--- config.mk ---
export PLATFORM = sky130hd
export DESIGN_NAME = status_pin_signal_select
export DESIGN_NICKNAME = d
export VERILOG_FILES = /design/src/rtl/pinsel_pkg.sv /design/src/rtl/osc_divider.sv /design/src/rtl/pin_slice.sv /design/src/rtl/status_pin_signal_select.sv
export SDC_FILE = /design/constraint.sdc
export NUM_CORES = 1
export LEC_CHECK = 0
export BUFFER_PORTS_ARGS = -buffer_cell sky130_fd_sc_hd__clkbuf_2
export CAP_MARGIN = 20
export CORE_ASPECT_RATIO = 1.2
export CORE_MARGIN = 2
export CORE_UTILIZATION = 29
export DETAILED_ROUTE_END_ITERATION = 16
export MAX_ROUTING_LAYER = met4
export SKIP_CTS_REPAIR_TIMING = 1
export SLEW_MARGIN = 20
export SYNTH_ARGS = -nofsm -noshare
export SYNTH_HDL_FRONTEND = slang
export SYNTH_SLANG_ARGS = --single-unit
export TNS_END_PERCENT = 10
--- constraint.sdc ---
create_clock -name MCLK -period 1.8 [get_ports MCLK]
set_input_delay 0.09 -clock MCLK [delete_from_list [all_inputs] [get_ports MCLK]]
set_output_delay 0.09 -clock MCLK [all_outputs]
set_load 0.005 [all_outputs]
--- src/rtl/pinsel_pkg.sv ---
// Constants, field layouts and state types of the status pin selector.
// Assumes one MCLK domain, synchronous inputs and a plain register port.
//
// Overview of operation
// - Each pin picks source by field, optional invert
// - Second pin shares serial out, tri-state after reset
// - Code 0x0C: sync data, changes on clock fall
// - Code 0x0D: async receive data, no clock
// - Code 0x0E: high while strength above threshold
// - Code 0x0F: CRC match flag, cleared entering receive
// - Codes 0x16/0x17 hard bits, 0x1D symbol tick
// - Code 0x1B: power amplifier power-down signal
// - Code 0x1C: low-noise amplifier power-down signal
// - Code 0x2F: constant zero, one when inverted
// - Codes 0x24/0x25: wake timer events zero, one
// - Code 0x29 chip ready, 0x2B oscillator settled
// - Code 0x2D: first pin drive enable, low
// - Code 0x3F: oscillator over 192, first default
package pinsel_pkg;
    // Selection codes
    localparam logic [5:0] SEL_SYNC_DATA = 6'h0C;
    localparam logic [5:0] SEL_ASYNC_DATA = 6'h0D;
    localparam logic [5:0] SEL_CARRIER = 6'h0E;
    localparam logic [5:0] SEL_CRC_OK = 6'h0F;
    localparam logic [5:0] SEL_HARD_ONE = 6'h16;
    localparam logic [5:0] SEL_HARD_ZERO = 6'h17;
    localparam logic [5:0] SEL_POWER_AMP_POWERDOWN = 6'h1B;
    localparam logic [5:0] SEL_LOW_NOISE_AMP_POWERDOWN = 6'h1C;
    localparam logic [5:0] SEL_SYM_TICK = 6'h1D;
    localparam logic [5:0] SEL_WAKE_ZERO = 6'h24;
    localparam logic [5:0] SEL_WAKE_ONE = 6'h25;
    localparam logic [5:0] SEL_CHIP_READY = 6'h29;
    localparam logic [5:0] SEL_OSC_SETTLED = 6'h2B;
    localparam logic [5:0] SEL_DRIVE_EN_LOW = 6'h2D;
    localparam logic [5:0] SEL_HIGH_Z = 6'h2E;
    localparam logic [5:0] SEL_CONST_ZERO = 6'h2F;
    localparam logic [5:0] SEL_OSC_DIV = 6'h3F;
    // Pin configuration field: select in [5:0], invert at bit 6
    localparam int CFG_SEL_LSB = 0;
    localparam int CFG_INV_BIT = 6;
    localparam logic [6:0] CFG_FIRST_RST = 7'h3F;
    localparam logic [6:0] CFG_SECOND_RST = 7'h2E;
    localparam logic [6:0] CFG_THIRD_RST = 7'h29;
    localparam logic [7:0] THRESH_RST = 8'h00;
    // Register byte addresses
    localparam logic [7:0] ADDR_CFG_FIRST = 8'h00;
    localparam logic [7:0] ADDR_CFG_SECOND = 8'h04;
    localparam logic [7:0] ADDR_CFG_THIRD = 8'h08;
    localparam logic [7:0] ADDR_THRESH = 8'h0C;
    localparam logic [7:0] ADDR_IRQ_STATUS = 8'h10;
    localparam logic [7:0] ADDR_IRQ_CLEAR = 8'h14;
    localparam logic [7:0] ADDR_IRQ_ENABLE = 8'h18;
    localparam logic [7:0] ADDR_LIVE = 8'h1C;
    // Interrupt bit positions
    localparam int IRQ_WAKE_ZERO = 0;
    localparam int IRQ_WAKE_ONE = 1;
    localparam int IRQ_CRC_OK = 2;
    localparam int IRQ_OSC_SETTLED = 3;
    localparam int IRQ_W = 4;
    // Oscillator divider: ratio and half period in MCLK cycles
    localparam int OSC_DIV_RATIO = 192;
    localparam logic [6:0] OSC_DIV_HALF = 7'(OSC_DIV_RATIO / 2);

    typedef struct packed {
        logic [6:0] cfg_first;
        logic [6:0] cfg_second;
        logic [6:0] cfg_third;
        logic [7:0] thresh;
        logic [IRQ_W-1:0] irq_stat;
        logic [IRQ_W-1:0] irq_en;
        logic [IRQ_W-1:0] ev_prev;
        logic crc_ok;
        logic sync_data;
        logic ser_clk_d;
        logic [31:0] rdata;
    } main_state_t;

    typedef struct packed {
        logic pin_o;
        logic pin_oe;
    } pin_state_t;

    typedef struct packed {
        logic [6:0] cnt;
        logic clk_out;
    } div_state_t;
endpackage

--- src/rtl/osc_divider.sv ---
// Divides MCLK by a fixed even ratio into a square wave.
// Assumes MCLK is the oscillator clock and a synchronous reset.
`timescale 1ns/1ps
`default_nettype none
module osc_divider (
    // Clock and reset
    input wire logic clk,
    input wire logic rst_n,
    // Divided clock, from a flop
    output logic clk_div
);
    pinsel_pkg::div_state_t s, next_s;

    // Toggle every half period so the duty cycle stays even
    always_comb begin
        next_s = s;
        if (s.cnt == pinsel_pkg::OSC_DIV_HALF - 7'd1) begin
            next_s.cnt = '0;
            next_s.clk_out = ~s.clk_out;
        end else begin
            next_s.cnt = s.cnt + 7'd1;
        end
    end

    always_ff @(posedge clk) begin
        if (!rst_n) begin
            s <= '0;
        end else begin
            s <= next_s;
        end
    end

    assign clk_div = s.clk_out;
endmodule
`default_nettype wire

--- src/rtl/pin_slice.sv ---
// One status pin: source select, inversion and drive enable.
// Assumes a 64-entry source vector with zeros at reserved codes.
`timescale 1ns/1ps
`default_nettype none
module pin_slice (
    // Clock and reset
    input wire logic clk,
    input wire logic rst_n,
    // Selection
    input wire logic [5:0] sel,
    input wire logic inv,
    input wire logic [63:0] src,
    // Takeover by another owner of the pin
    input wire logic alt_sel,
    input wire logic alt_o,
    input wire logic alt_oe,
    // Pin, from flops
    output logic pin_o,
    output logic pin_oe
);
    pinsel_pkg::pin_state_t s, next_s;

    // Registered so the pin never glitches during a select change
    always_comb begin
        next_s.pin_o = src[sel] ^ inv;
        next_s.pin_oe = (sel != pinsel_pkg::SEL_HIGH_Z);
        if (alt_sel) begin
            next_s.pin_o = alt_o;
            next_s.pin_oe = alt_oe;
        end
    end

    always_ff @(posedge clk) begin
        if (!rst_n) begin
            s <= '0;
        end else begin
            s <= next_s;
        end
    end

    assign pin_o = s.pin_o;
    assign pin_oe = s.pin_oe;
endmodule
`default_nettype wire

--- src/rtl/status_pin_signal_select.sv ---
// Top of the status pin selector with its register port.
// Assumes synchronous inputs from the radio core on MCLK (250 MHz);
// reserved codes read as zero at the pin before inversion.
`timescale 1ns/1ps
`default_nettype none
module status_pin_signal_select (
    // Clock and reset
    input wire logic MCLK,
    input wire logic RST_N,
    // Register port
    input wire logic [7:0] ADDR,
    input wire logic [31:0] WDATA,
    input wire logic WR_EN,
    input wire logic RD_EN,
    output logic [31:0] RDATA,
    // Receive path from the modem
    input wire logic SER_CLK,
    input wire logic SYNC_RX_BIT,
    input wire logic ASYNC_RX_BIT,
    input wire logic [7:0] SIGNAL_STRENGTH_LEVEL,
    input wire logic CRC_DONE,
    input wire logic CRC_MATCH,
    input wire logic RX_START,
    input wire logic [1:0] RECEIVE_HARD_SYMBOL,
    input wire logic RX_SYMBOL_TICK,
    // Power and timing state
    input wire logic POWER_AMP_POWERDOWN,
    input wire logic LOW_NOISE_AMP_POWERDOWN,
    input wire logic WAKE_TIMER_EVENT_ZERO,
    input wire logic WAKE_TIMER_EVENT_ONE,
    input wire logic CHIP_READY,
    input wire logic OSCILLATOR_SETTLED_FLAG,
    input wire logic TX_SERIAL_ACTIVE,
    // Serial port sharing the second pin
    input wire logic CHIP_SELECT_N,
    input wire logic SPI_SO,
    input wire logic SPI_SO_OE,
    // First status pin, two-way
    output logic STATUS_PIN_FIRST_O,
    output logic STATUS_PIN_FIRST_OE,
    input wire logic STATUS_PIN_FIRST_I,
    output logic TX_SERIAL_DATA,
    // Second and third status pins
    output logic STATUS_PIN_SECOND_O,
    output logic STATUS_PIN_SECOND_OE,
    output logic STATUS_PIN_THIRD_O,
    output logic STATUS_PIN_THIRD_OE,
    // Interrupt
    output logic IRQ
);
    pinsel_pkg::main_state_t s, next_s;
    logic [63:0] src;
    logic carrier;
    logic drive_en_low;
    logic osc_div;
    logic ser_fall;
    logic [pinsel_pkg::IRQ_W-1:0] ev_now;
    logic [pinsel_pkg::IRQ_W-1:0] ev_rise;
    logic [pinsel_pkg::IRQ_W-1:0] clr;

    ////////////////////////////////////////////////////////////////////
    // Divided oscillator clock

    osc_divider u_div (
        .clk(MCLK),
        .rst_n(RST_N),
        .clk_div(osc_div)
    );

    ////////////////////////////////////////////////////////////////////
    // Derived signals

    // Inputs are synchronous, so edges are taken straight from them
    assign ser_fall = s.ser_clk_d & ~SER_CLK;
    assign carrier = SIGNAL_STRENGTH_LEVEL > s.thresh;
    // Low while the first pin is turned round for transmit data
    assign drive_en_low = ~TX_SERIAL_ACTIVE;
    assign TX_SERIAL_DATA = STATUS_PIN_FIRST_I & TX_SERIAL_ACTIVE;

    // Event levels watched for rising edges
    always_comb begin
        ev_now = '0;
        ev_now[pinsel_pkg::IRQ_WAKE_ZERO] = WAKE_TIMER_EVENT_ZERO;
        ev_now[pinsel_pkg::IRQ_WAKE_ONE] = WAKE_TIMER_EVENT_ONE;
        ev_now[pinsel_pkg::IRQ_CRC_OK] = s.crc_ok;
        ev_now[pinsel_pkg::IRQ_OSC_SETTLED] = OSCILLATOR_SETTLED_FLAG;
    end

    assign ev_rise = ev_now & ~s.ev_prev;
    assign clr = (WR_EN && ADDR == pinsel_pkg::ADDR_IRQ_CLEAR) ?
        WDATA[pinsel_pkg::IRQ_W-1:0] : '0;

    ////////////////////////////////////////////////////////////////////
    // Source vector; reserved test codes stay zero

    always_comb begin
        src = '0;
        src[pinsel_pkg::SEL_SYNC_DATA] = s.sync_data;
        src[pinsel_pkg::SEL_ASYNC_DATA] = ASYNC_RX_BIT;
        src[pinsel_pkg::SEL_CARRIER] = carrier;
        src[pinsel_pkg::SEL_CRC_OK] = s.crc_ok;
        src[pinsel_pkg::SEL_HARD_ONE] = RECEIVE_HARD_SYMBOL[1];
        src[pinsel_pkg::SEL_HARD_ZERO] = RECEIVE_HARD_SYMBOL[0];
        src[pinsel_pkg::SEL_SYM_TICK] = RX_SYMBOL_TICK;
        src[pinsel_pkg::SEL_POWER_AMP_POWERDOWN] = POWER_AMP_POWERDOWN;
        src[pinsel_pkg::SEL_LOW_NOISE_AMP_POWERDOWN] = LOW_NOISE_AMP_POWERDOWN;
        src[pinsel_pkg::SEL_WAKE_ZERO] = WAKE_TIMER_EVENT_ZERO;
        src[pinsel_pkg::SEL_WAKE_ONE] = WAKE_TIMER_EVENT_ONE;
        src[pinsel_pkg::SEL_CHIP_READY] = CHIP_READY;
        src[pinsel_pkg::SEL_OSC_SETTLED] = OSCILLATOR_SETTLED_FLAG;
        src[pinsel_pkg::SEL_DRIVE_EN_LOW] = drive_en_low;
        src[pinsel_pkg::SEL_CONST_ZERO] = 1'b0;
        src[pinsel_pkg::SEL_OSC_DIV] = osc_div;
    end

    ////////////////////////////////////////////////////////////////////
    // Pin slices

    // First pin hands over to transmit data input while sending
    pin_slice u_first (
        .clk(MCLK),
        .rst_n(RST_N),
        .sel(s.cfg_first[5:0]),
        .inv(s.cfg_first[pinsel_pkg::CFG_INV_BIT]),
        .src(src),
        .alt_sel(TX_SERIAL_ACTIVE),
        .alt_o(1'b0),
        .alt_oe(1'b0),
        .pin_o(STATUS_PIN_FIRST_O),
        .pin_oe(STATUS_PIN_FIRST_OE)
    );

    // Second pin belongs to the serial port while selected
    pin_slice u_second (
        .clk(MCLK),
        .rst_n(RST_N),
        .sel(s.cfg_second[5:0]),
        .inv(s.cfg_second[pinsel_pkg::CFG_INV_BIT]),
        .src(src),
        .alt_sel(~CHIP_SELECT_N),
        .alt_o(SPI_SO),
        .alt_oe(SPI_SO_OE),
        .pin_o(STATUS_PIN_SECOND_O),
        .pin_oe(STATUS_PIN_SECOND_OE)
    );

    pin_slice u_third (
        .clk(MCLK),
        .rst_n(RST_N),
        .sel(s.cfg_third[5:0]),
        .inv(s.cfg_third[pinsel_pkg::CFG_INV_BIT]),
        .src(src),
        .alt_sel(1'b0),
        .alt_o(1'b0),
        .alt_oe(1'b0),
        .pin_o(STATUS_PIN_THIRD_O),
        .pin_oe(STATUS_PIN_THIRD_OE)
    );

    ////////////////////////////////////////////////////////////////////
    // Next state

    always_comb begin
        next_s = s;
        next_s.ser_clk_d = SER_CLK;
        next_s.ev_prev = ev_now;
        // Host samples on the rise, so data moves on the fall
        if (ser_fall) begin
            next_s.sync_data = SYNC_RX_BIT;
        end
        // Entering receive clears the flag even with a late compare
        if (RX_START) begin
            next_s.crc_ok = 1'b0;
        end else if (CRC_DONE) begin
            next_s.crc_ok = CRC_MATCH;
        end
        // Register writes
        if (WR_EN) begin
            case (ADDR)
                pinsel_pkg::ADDR_CFG_FIRST: begin
                    next_s.cfg_first = WDATA[6:0];
                end
                pinsel_pkg::ADDR_CFG_SECOND: begin
                    next_s.cfg_second = WDATA[6:0];
                end
                pinsel_pkg::ADDR_CFG_THIRD: begin
                    next_s.cfg_third = WDATA[6:0];
                end
                pinsel_pkg::ADDR_THRESH: begin
                    next_s.thresh = WDATA[7:0];
                end
                pinsel_pkg::ADDR_IRQ_ENABLE: begin
                    next_s.irq_en = WDATA[pinsel_pkg::IRQ_W-1:0];
                end
                default: begin
                end
            endcase
        end
        // Set wins over clear so no event is lost
        next_s.irq_stat = (s.irq_stat & ~clr) | ev_rise;
        // Read data stand for one cycle only
        next_s.rdata = '0;
        if (RD_EN) begin
            case (ADDR)
                pinsel_pkg::ADDR_CFG_FIRST: begin
                    next_s.rdata = {25'h0, s.cfg_first};
                end
                pinsel_pkg::ADDR_CFG_SECOND: begin
                    next_s.rdata = {25'h0, s.cfg_second};
                end
                pinsel_pkg::ADDR_CFG_THIRD: begin
                    next_s.rdata = {25'h0, s.cfg_third};
                end
                pinsel_pkg::ADDR_THRESH: begin
                    next_s.rdata = {24'h0, s.thresh};
                end
                pinsel_pkg::ADDR_IRQ_STATUS: begin
                    next_s.rdata = {28'h0, s.irq_stat};
                end
                pinsel_pkg::ADDR_IRQ_ENABLE: begin
                    next_s.rdata = {28'h0, s.irq_en};
                end
                pinsel_pkg::ADDR_LIVE: begin
                    next_s.rdata = {24'h0, STATUS_PIN_THIRD_O,
                        STATUS_PIN_SECOND_O, STATUS_PIN_FIRST_O,
                        osc_div, carrier, s.sync_data, 1'b0, s.crc_ok};
                end
                default: begin
                    next_s.rdata = '0;
                end
            endcase
        end
    end

    ////////////////////////////////////////////////////////////////////
    // State register

    always_ff @(posedge MCLK) begin
        if (!RST_N) begin
            s <= '0;
            s.cfg_first <= pinsel_pkg::CFG_FIRST_RST;
            s.cfg_second <= pinsel_pkg::CFG_SECOND_RST;
            s.cfg_third <= pinsel_pkg::CFG_THIRD_RST;
            s.thresh <= pinsel_pkg::THRESH_RST;
        end else begin
            s <= next_s;
        end
    end

    assign RDATA = s.rdata;
    assign IRQ = |(s.irq_stat & s.irq_en);
endmodule
`default_nettype wire

### After elaboration in Yosys (flattened, before gate mapping)

Cells that the tools add are included.

| operators by class | value |
|---|---|
| reduce and logical (&&, ||, !) cells | 12 |
| muxes and demuxes | 9 |
| equal/unequal tests | 11 |
| bitwise operators | 15 |
| $lt $le $gt $ge | 4 |
| $add $sub $neg | 1 |

Operator list:

| kind | number |
|---|---|
| 8-bit case mux with 7 select lines | 1 |
| 8-bit by 5-bit equality test with 1-bit output (second input constant) | 4 |
| 6-bit by 7-bit < comparator with 1-bit output (second input constant) | 3 |
| 1-bit binary-select mux with 6-bit select | 3 |
| 6-bit inequality test (second input constant) | 3 |
| 8-bit by 4-bit equality test with 1-bit output (second input constant) | 2 |
| 4-bit AND | 3 |
| 2-bit AND reduction | 6 |
| 8-bit by 3-bit equality test with 1-bit output (second input constant) | 1 |
| 8-bit > comparator | 1 |
| 8-bit logical NOT | 1 |
| 4-bit NOT | 2 |
| 7-bit by 1-bit adder with 7-bit output (second input constant) | 1 |
| 7-bit equality test (second input constant) | 1 |
| 2-bit OR reduction | 3 |
| 4-bit two-way mux | 1 |
| 1-bit NOT | 4 |
| 4-bit OR | 1 |
| 4-bit OR reduction | 1 |
| 1-bit two-way mux | 3 |
| 1-bit XOR | 3 |
| 1-bit AND | 2 |
| 2-bit two-way mux | 1 |
| 1-bit logical AND | 1 |

| storage, ports and cells | value |
|---|---|
| output and inout port bits | 40 |
| logic and storage cells | 71 |
| input bits | 72 |
| flip-flop bits (word level) | 90 |

### Logic depth before layout (Yosys ltp)

| depth | value |
|---|---|
| depth in word-level cells | 6 |
| mapped depth | 8 |
| mapped depth without buffers | 8 |

### Hierarchy

A second synthesis with hierarchy kept.

| unflattened totals | value |
|---|---|
| cells, all modules | 500 |
| area total of the unflattened synthesis | 5185.0 sq um |

Modules (own cells, without submodules):

| module | cells an instance | instances | area each (sq um) | seq. area each (sq um) |
|---|---|---|---|---|
| status_pin_signal_select | 289 | 1 | 2771.4 | 1041.0 |
| pin_slice at u_first ... | 59 | 2 | 698.2 | 40.0 |
| pin_slice at u_third | 60 | 1 | 695.7 | 40.0 |
| osc_divider | 33 | 1 | 321.6 | 160.2 |

### Least setup slack after synthesis

No wires, ideal clock.

| timing | value |
|---|---|
| path kind | flip-flop to flip-flop |
| start | reg s[53] (netlist bit) |
| end | reg u_third.s (netlist bit u_third.pin_o) |
| setup time | 0.120 ns |
| stages on the path, launching flop included | 9 |
| arrival time | 1.620 ns |
| buffers on the path | 0 |
| data required time | 1.680 ns |
| period minus slack after synthesis | 1.740 ns |
| slack | 0.060 ns |
| cells stage by stage | dfxtp_1 > inv_1 > ha_1 > a21oi_1 > nand2_1 > a21oi_1 > a21oi_1 > o2111a_1 > a211o_1 |

| on the way | value |
|---|---|
| cells in the longest elaborated chain, start to end | 4 |

RTL lines:

| element | RTL line | text |
|---|---|---|
| start: declaration | status_pin_signal_select.sv:51 | `pinsel_pkg::main_state_t s, next_s;` |
| start signal: assignment | status_pin_signal_select.sv:246 | `s <= next_s;` |
| 8-bit > comparator | status_pin_signal_select.sv:75 | `assign carrier = SIGNAL_STRENGTH_LEVEL > s.thresh;` |
| 1-bit binary-select mux with 6-bit select | pin_slice.sv:25 | `next_s.pin_o = src[sel] ^ inv;` |
| 1-bit two-way mux (not written as such) | pin_slice.sv:25 |  |
| 1-bit XOR | pin_slice.sv:25 |  |
| end signal: assignment | pin_slice.sv:37 | `s <= next_s;` |
| end: declaration | pin_slice.sv:21 | `pinsel_pkg::pin_state_t s, next_s;` |

Every way passes these cells. The select of a mux whose other input is x is not followed.
A chain may end at the register's enable or synchronous reset.

### Worst setup path in the final report

| timing | value |
|---|---|
| start | reg s[48] (netlist bit) |
| end | reg u_third.s (netlist bit u_third.pin_o) |

Same word-level chain as after synthesis.

==> flow_metrics.tcl <==
set metrics [dict create \
    syn_avg_cell_area_sq_um 8.135 \
    period_needed_ns 1.781 \
    start_util 0.2950 \
    ant_nets 0 \
    yosys.area.top_type "dfxtp_1" \
    clkTransAtPathRegs_ns 0.05 \
    p_per_area_nw_per_um2 689.7 \
    crit_fanout 4 \
    post-route-drc-count 0 \
    cts.path.max_buffers 2 \
    setup_violations 0 \
    critPathArrivalTime_ns 2.00 \
    grt_max_degree 31 \
    path_class "reg -> reg" \
    die_w_um 109.7 \
    synth-compound-area-share 0.1866 \
    vias_per_cell 5.037 \
    grt_pass1_vias 3496 \
    gp_congestion 0.8822 \
    crit_buf_inv 1 \
    cts_buffers 9 \
    place_area_sq_um 4394 \
    nets 636 \
    rows 46 \
    die_area_sq_um 14360 \
    yosysUniqueCellTypes 63 \
    fmax_ghz 0.5614 \
    cts.sinks 66 \
    maxCapViolations 0 \
    synthCells 478 \
    final_layout_size_suffix_gt1_frac 0.2460 \
    synth_top_family_by_area "simple AND/OR/NAND/NOR gates" \
    wire_per_inst_um 15.50 \
    cp-startpoint "s[48]" \
    diodes 0 \
    slowest_stage "dfxtp_2" \
    ys_seq_area_frac 0.3398 \
    pin_count 112 \
    grt_usage 0.1667 \
    ff2ff_setup_slack_ns 0.02 \
    critPathRequiredTime_ns 2.02 \
    ir_drop_v 0.0003047 \
    synth-adder-area-share 0.02896 \
    crit_chain "inv_2 > ha_4 > nor2b_4 > o211ai_1 > a21o_1 > a21oi_4 > o2111a_1 > a211o_1" \
    dp_hpwl_mm 8.752 \
    cpPeakStageDelay_ns 0.33 \
    yosys-mux-area-fraction 0.03378 \
    clock-root-buffer "clkbuf_16" \
    final_hold_viol_count 0 \
    hold_start "WDATA[7]" \
    relSlewSlack 0.6042 \
    totalPowerFinal_w 0.003279 \
    numPortBuffers 63 \
    final_cell_area_sq_um 4753 \
    cts_tree "yes" \
    worst_pin_slew_ns 0.5845 \
    tns_ns 0 \
    dr.pass1.iters 5 \
    timing.rr.start "s[48]" \
    num-fill-cells 1351 \
    yosys_warnings 0 \
    synth_xor_area_frac 0.009009 \
    fin_crit_sh 0.9896 \
    clock-skew-final_ns 0.004642 \
    synthFlopType "dfxtp_1" \
    grt_overflow 0 \
    grt_first_pass_wirelength_mm 17.76 \
    synthTopCellsByArea "dfxtp_1, nand3_1, buf_4, nand2_1, nor2b_1" \
    synth_simple_gate_area_share 0.2915 \
    die_h_um 130.9 \
    drt_iter0_markers 303 \
    seqCellArea_sq_um 1326 \
    leakage_nw 1.949 \
    syn2layout_area_growth_pct 22.23 \
    clock_latency_ns 0.33 \
    start_kind "flop" \
    ctsHtreeMaxLevel 3 \
    place_ws_ns -0.2089 \
    outcome "finished, final reports clean" \
    synth_edf_count 0 \
    syn_area_sq_um 3889 \
    via_count 3652 \
    path_delay_family "compound AO/OA/AOI/OAI gates" \
    worstHoldPathType "in -> reg" \
    cp-end-kind "flop" \
    synthArstFlopShare 0 \
    multi_input_area_sq_um 2317 \
    rsz0062_at_grt "true" \
    yosys_register_bits 66 \
    slew_viol_final 0 \
    antenna_found_initial 0 \
    yosys.area.top_type_share 0.3398 \
    postLayoutCoreUtil 0.3606 \
    core_area_sq_um 13180 \
    routed_wl_mm 11.24 \
    timing.final.ws_setup_ns 0.01877 \
]
[cells by family (layout without fill, tap and decap cells)]
family	after synthesis	count (layout)
AND/OR/NAND/NOR	214	214
AO/OA/AOI/OAI	99	99
buffers and inverters	72	128
flip-flops	66	66
multiplexers	13	13
adder cells (fa/ha/maj)	9	9
XOR/XNOR	4	4
other	1	24
[tightest hold or removal path: cells and delay by family]
kind,cells,cell delay [ns]
AND/OR/NAND/NOR,1,0.05
AO/OA/AOI/OAI,1,0.05
buffers and inverters,1,0.08
[synthesized netlist by cell type (2+ instances only)]
| library cell | count |
|---|---|
| a211oi_1 | 2 |
| a21oi_1 | 18 |
| a21o_1 | 3 |
| nand2_1 | 58 |
| nor3_4 | 2 |
| or2b_1 | 2 |
| a222oi_1 | 2 |
| inv_1 | 15 |
| nor4b_1 | 2 |
| nor3b_1 | 3 |
| o221ai_1 | 2 |
| a32oi_1 | 2 |
| and2_1 | 8 |
| nand2b_1 | 8 |
| ha_1 | 9 |
| clkbuf_1 | 13 |
| a31oi_1 | 9 |
| nor2b_1 | 20 |
| or3_1 | 3 |
| nand3b_1 | 6 |
| xnor2_1 | 2 |
| dfxtp_1 | 66 |
| nor2_1 | 21 |
| and3_1 | 5 |
| a22oi_1 | 15 |
| o311ai_1 | 2 |
| buf_4 | 34 |
| buf_2 | 8 |
| a21boi_0 | 4 |
| nor3_1 | 8 |
| o211ai_1 | 4 |
| nand3_1 | 53 |
| o41a_1 | 2 |
| o21ai_0 | 9 |
| nand4_1 | 6 |
| mux2i_1 | 12 |
| a21boi_1 | 13 |
| xor2_1 | 2 |
[layout make-up]
class	count	share of cell area
timing repair buffer	100	0.1266
clock buffer	12	0.04975
inverter	15	0.01185
sequential	66	0.2790
clock inverter	1	0.001053
tap	168	0.04422
multi-input combinational	363	0.4875
[layer usage]
metal  wire length, um  global-route usage  part of all wire
met1              4774              0.1950              0.42
met3               640             0.03373             0.057
met4               264             0.07818             0.023
met2              5559              0.2734              0.49
met5                 0                   -                 0
[path summary, 6_finish.rpt]
path	endpoint	depth (start not counted)
worst max-delay path	u_third.pin_o	8
worst min-delay path	s[54]	3
worst max register to register	u_third.pin_o	8
worst min register to register	u_div.s[1]	1
[placed cells by master (no fill, tap or decap), types with 4 or more instances in the layout]
cell | Yosys | routed
a21boi_0 | 4 | 4
a21boi_1 | 13 | 13
a21oi_1 | 18 | 15
a22oi_1 | 15 | 15
a31oi_1 | 9 | 9
and2_1 | 8 | 8
and3_1 | 5 | 5
buf_4 | 34 | 34
clkbuf_16 | 0 | 9
clkbuf_2 | 0 | 63
conb_1 | 1 | 24
dfxtp_1 | 66 | 62
dfxtp_2 | 0 | 4
ha_1 | 9 | 6
inv_1 | 15 | 14
mux2i_1 | 12 | 12
nand2_1 | 58 | 58
nand2b_1 | 8 | 8
nand3_1 | 53 | 53
nand3b_1 | 6 | 6
nand4_1 | 6 | 6
nor2_1 | 21 | 20
nor2b_1 | 20 | 19
nor3_1 | 8 | 8
o211ai_1 | 4 | 4
o21ai_0 | 9 | 8
[where the power goes]
| group | internal [W] | leakage (nW) | switching (W) |
|---|---|---|---|
| combinational | 0.000128 | 1.29 | 0.000164 |
| clock | 0.000905 | 0.118 | 0.000575 |
| sequential | 0.00149 | 0.535 | 0.0000175 |
[registers in the layout, summed over array words and instances, names as in the netlist]
name	flops
u_third.pin_o	1
u_div.s	7
u_third.pin_oe	1
u_first.pin_oe	1
s	43
ev_now	1
u_second.pin_o	1
u_first.pin_o	1
u_second.pin_oe	1
RDATA	8
u_div.clk_div	1
[stage by stage]
step	std cells	hold slack, ns
2_1_floorplan	501	0.1661
4_1_cts	723	-0.07821
3_3_place_gp	710	0.2643
6_report	725	0.006999
5_1_grt	725	0.003496
3_5_place_dp	710	0.2661
(Power assumes the default switching activity.)
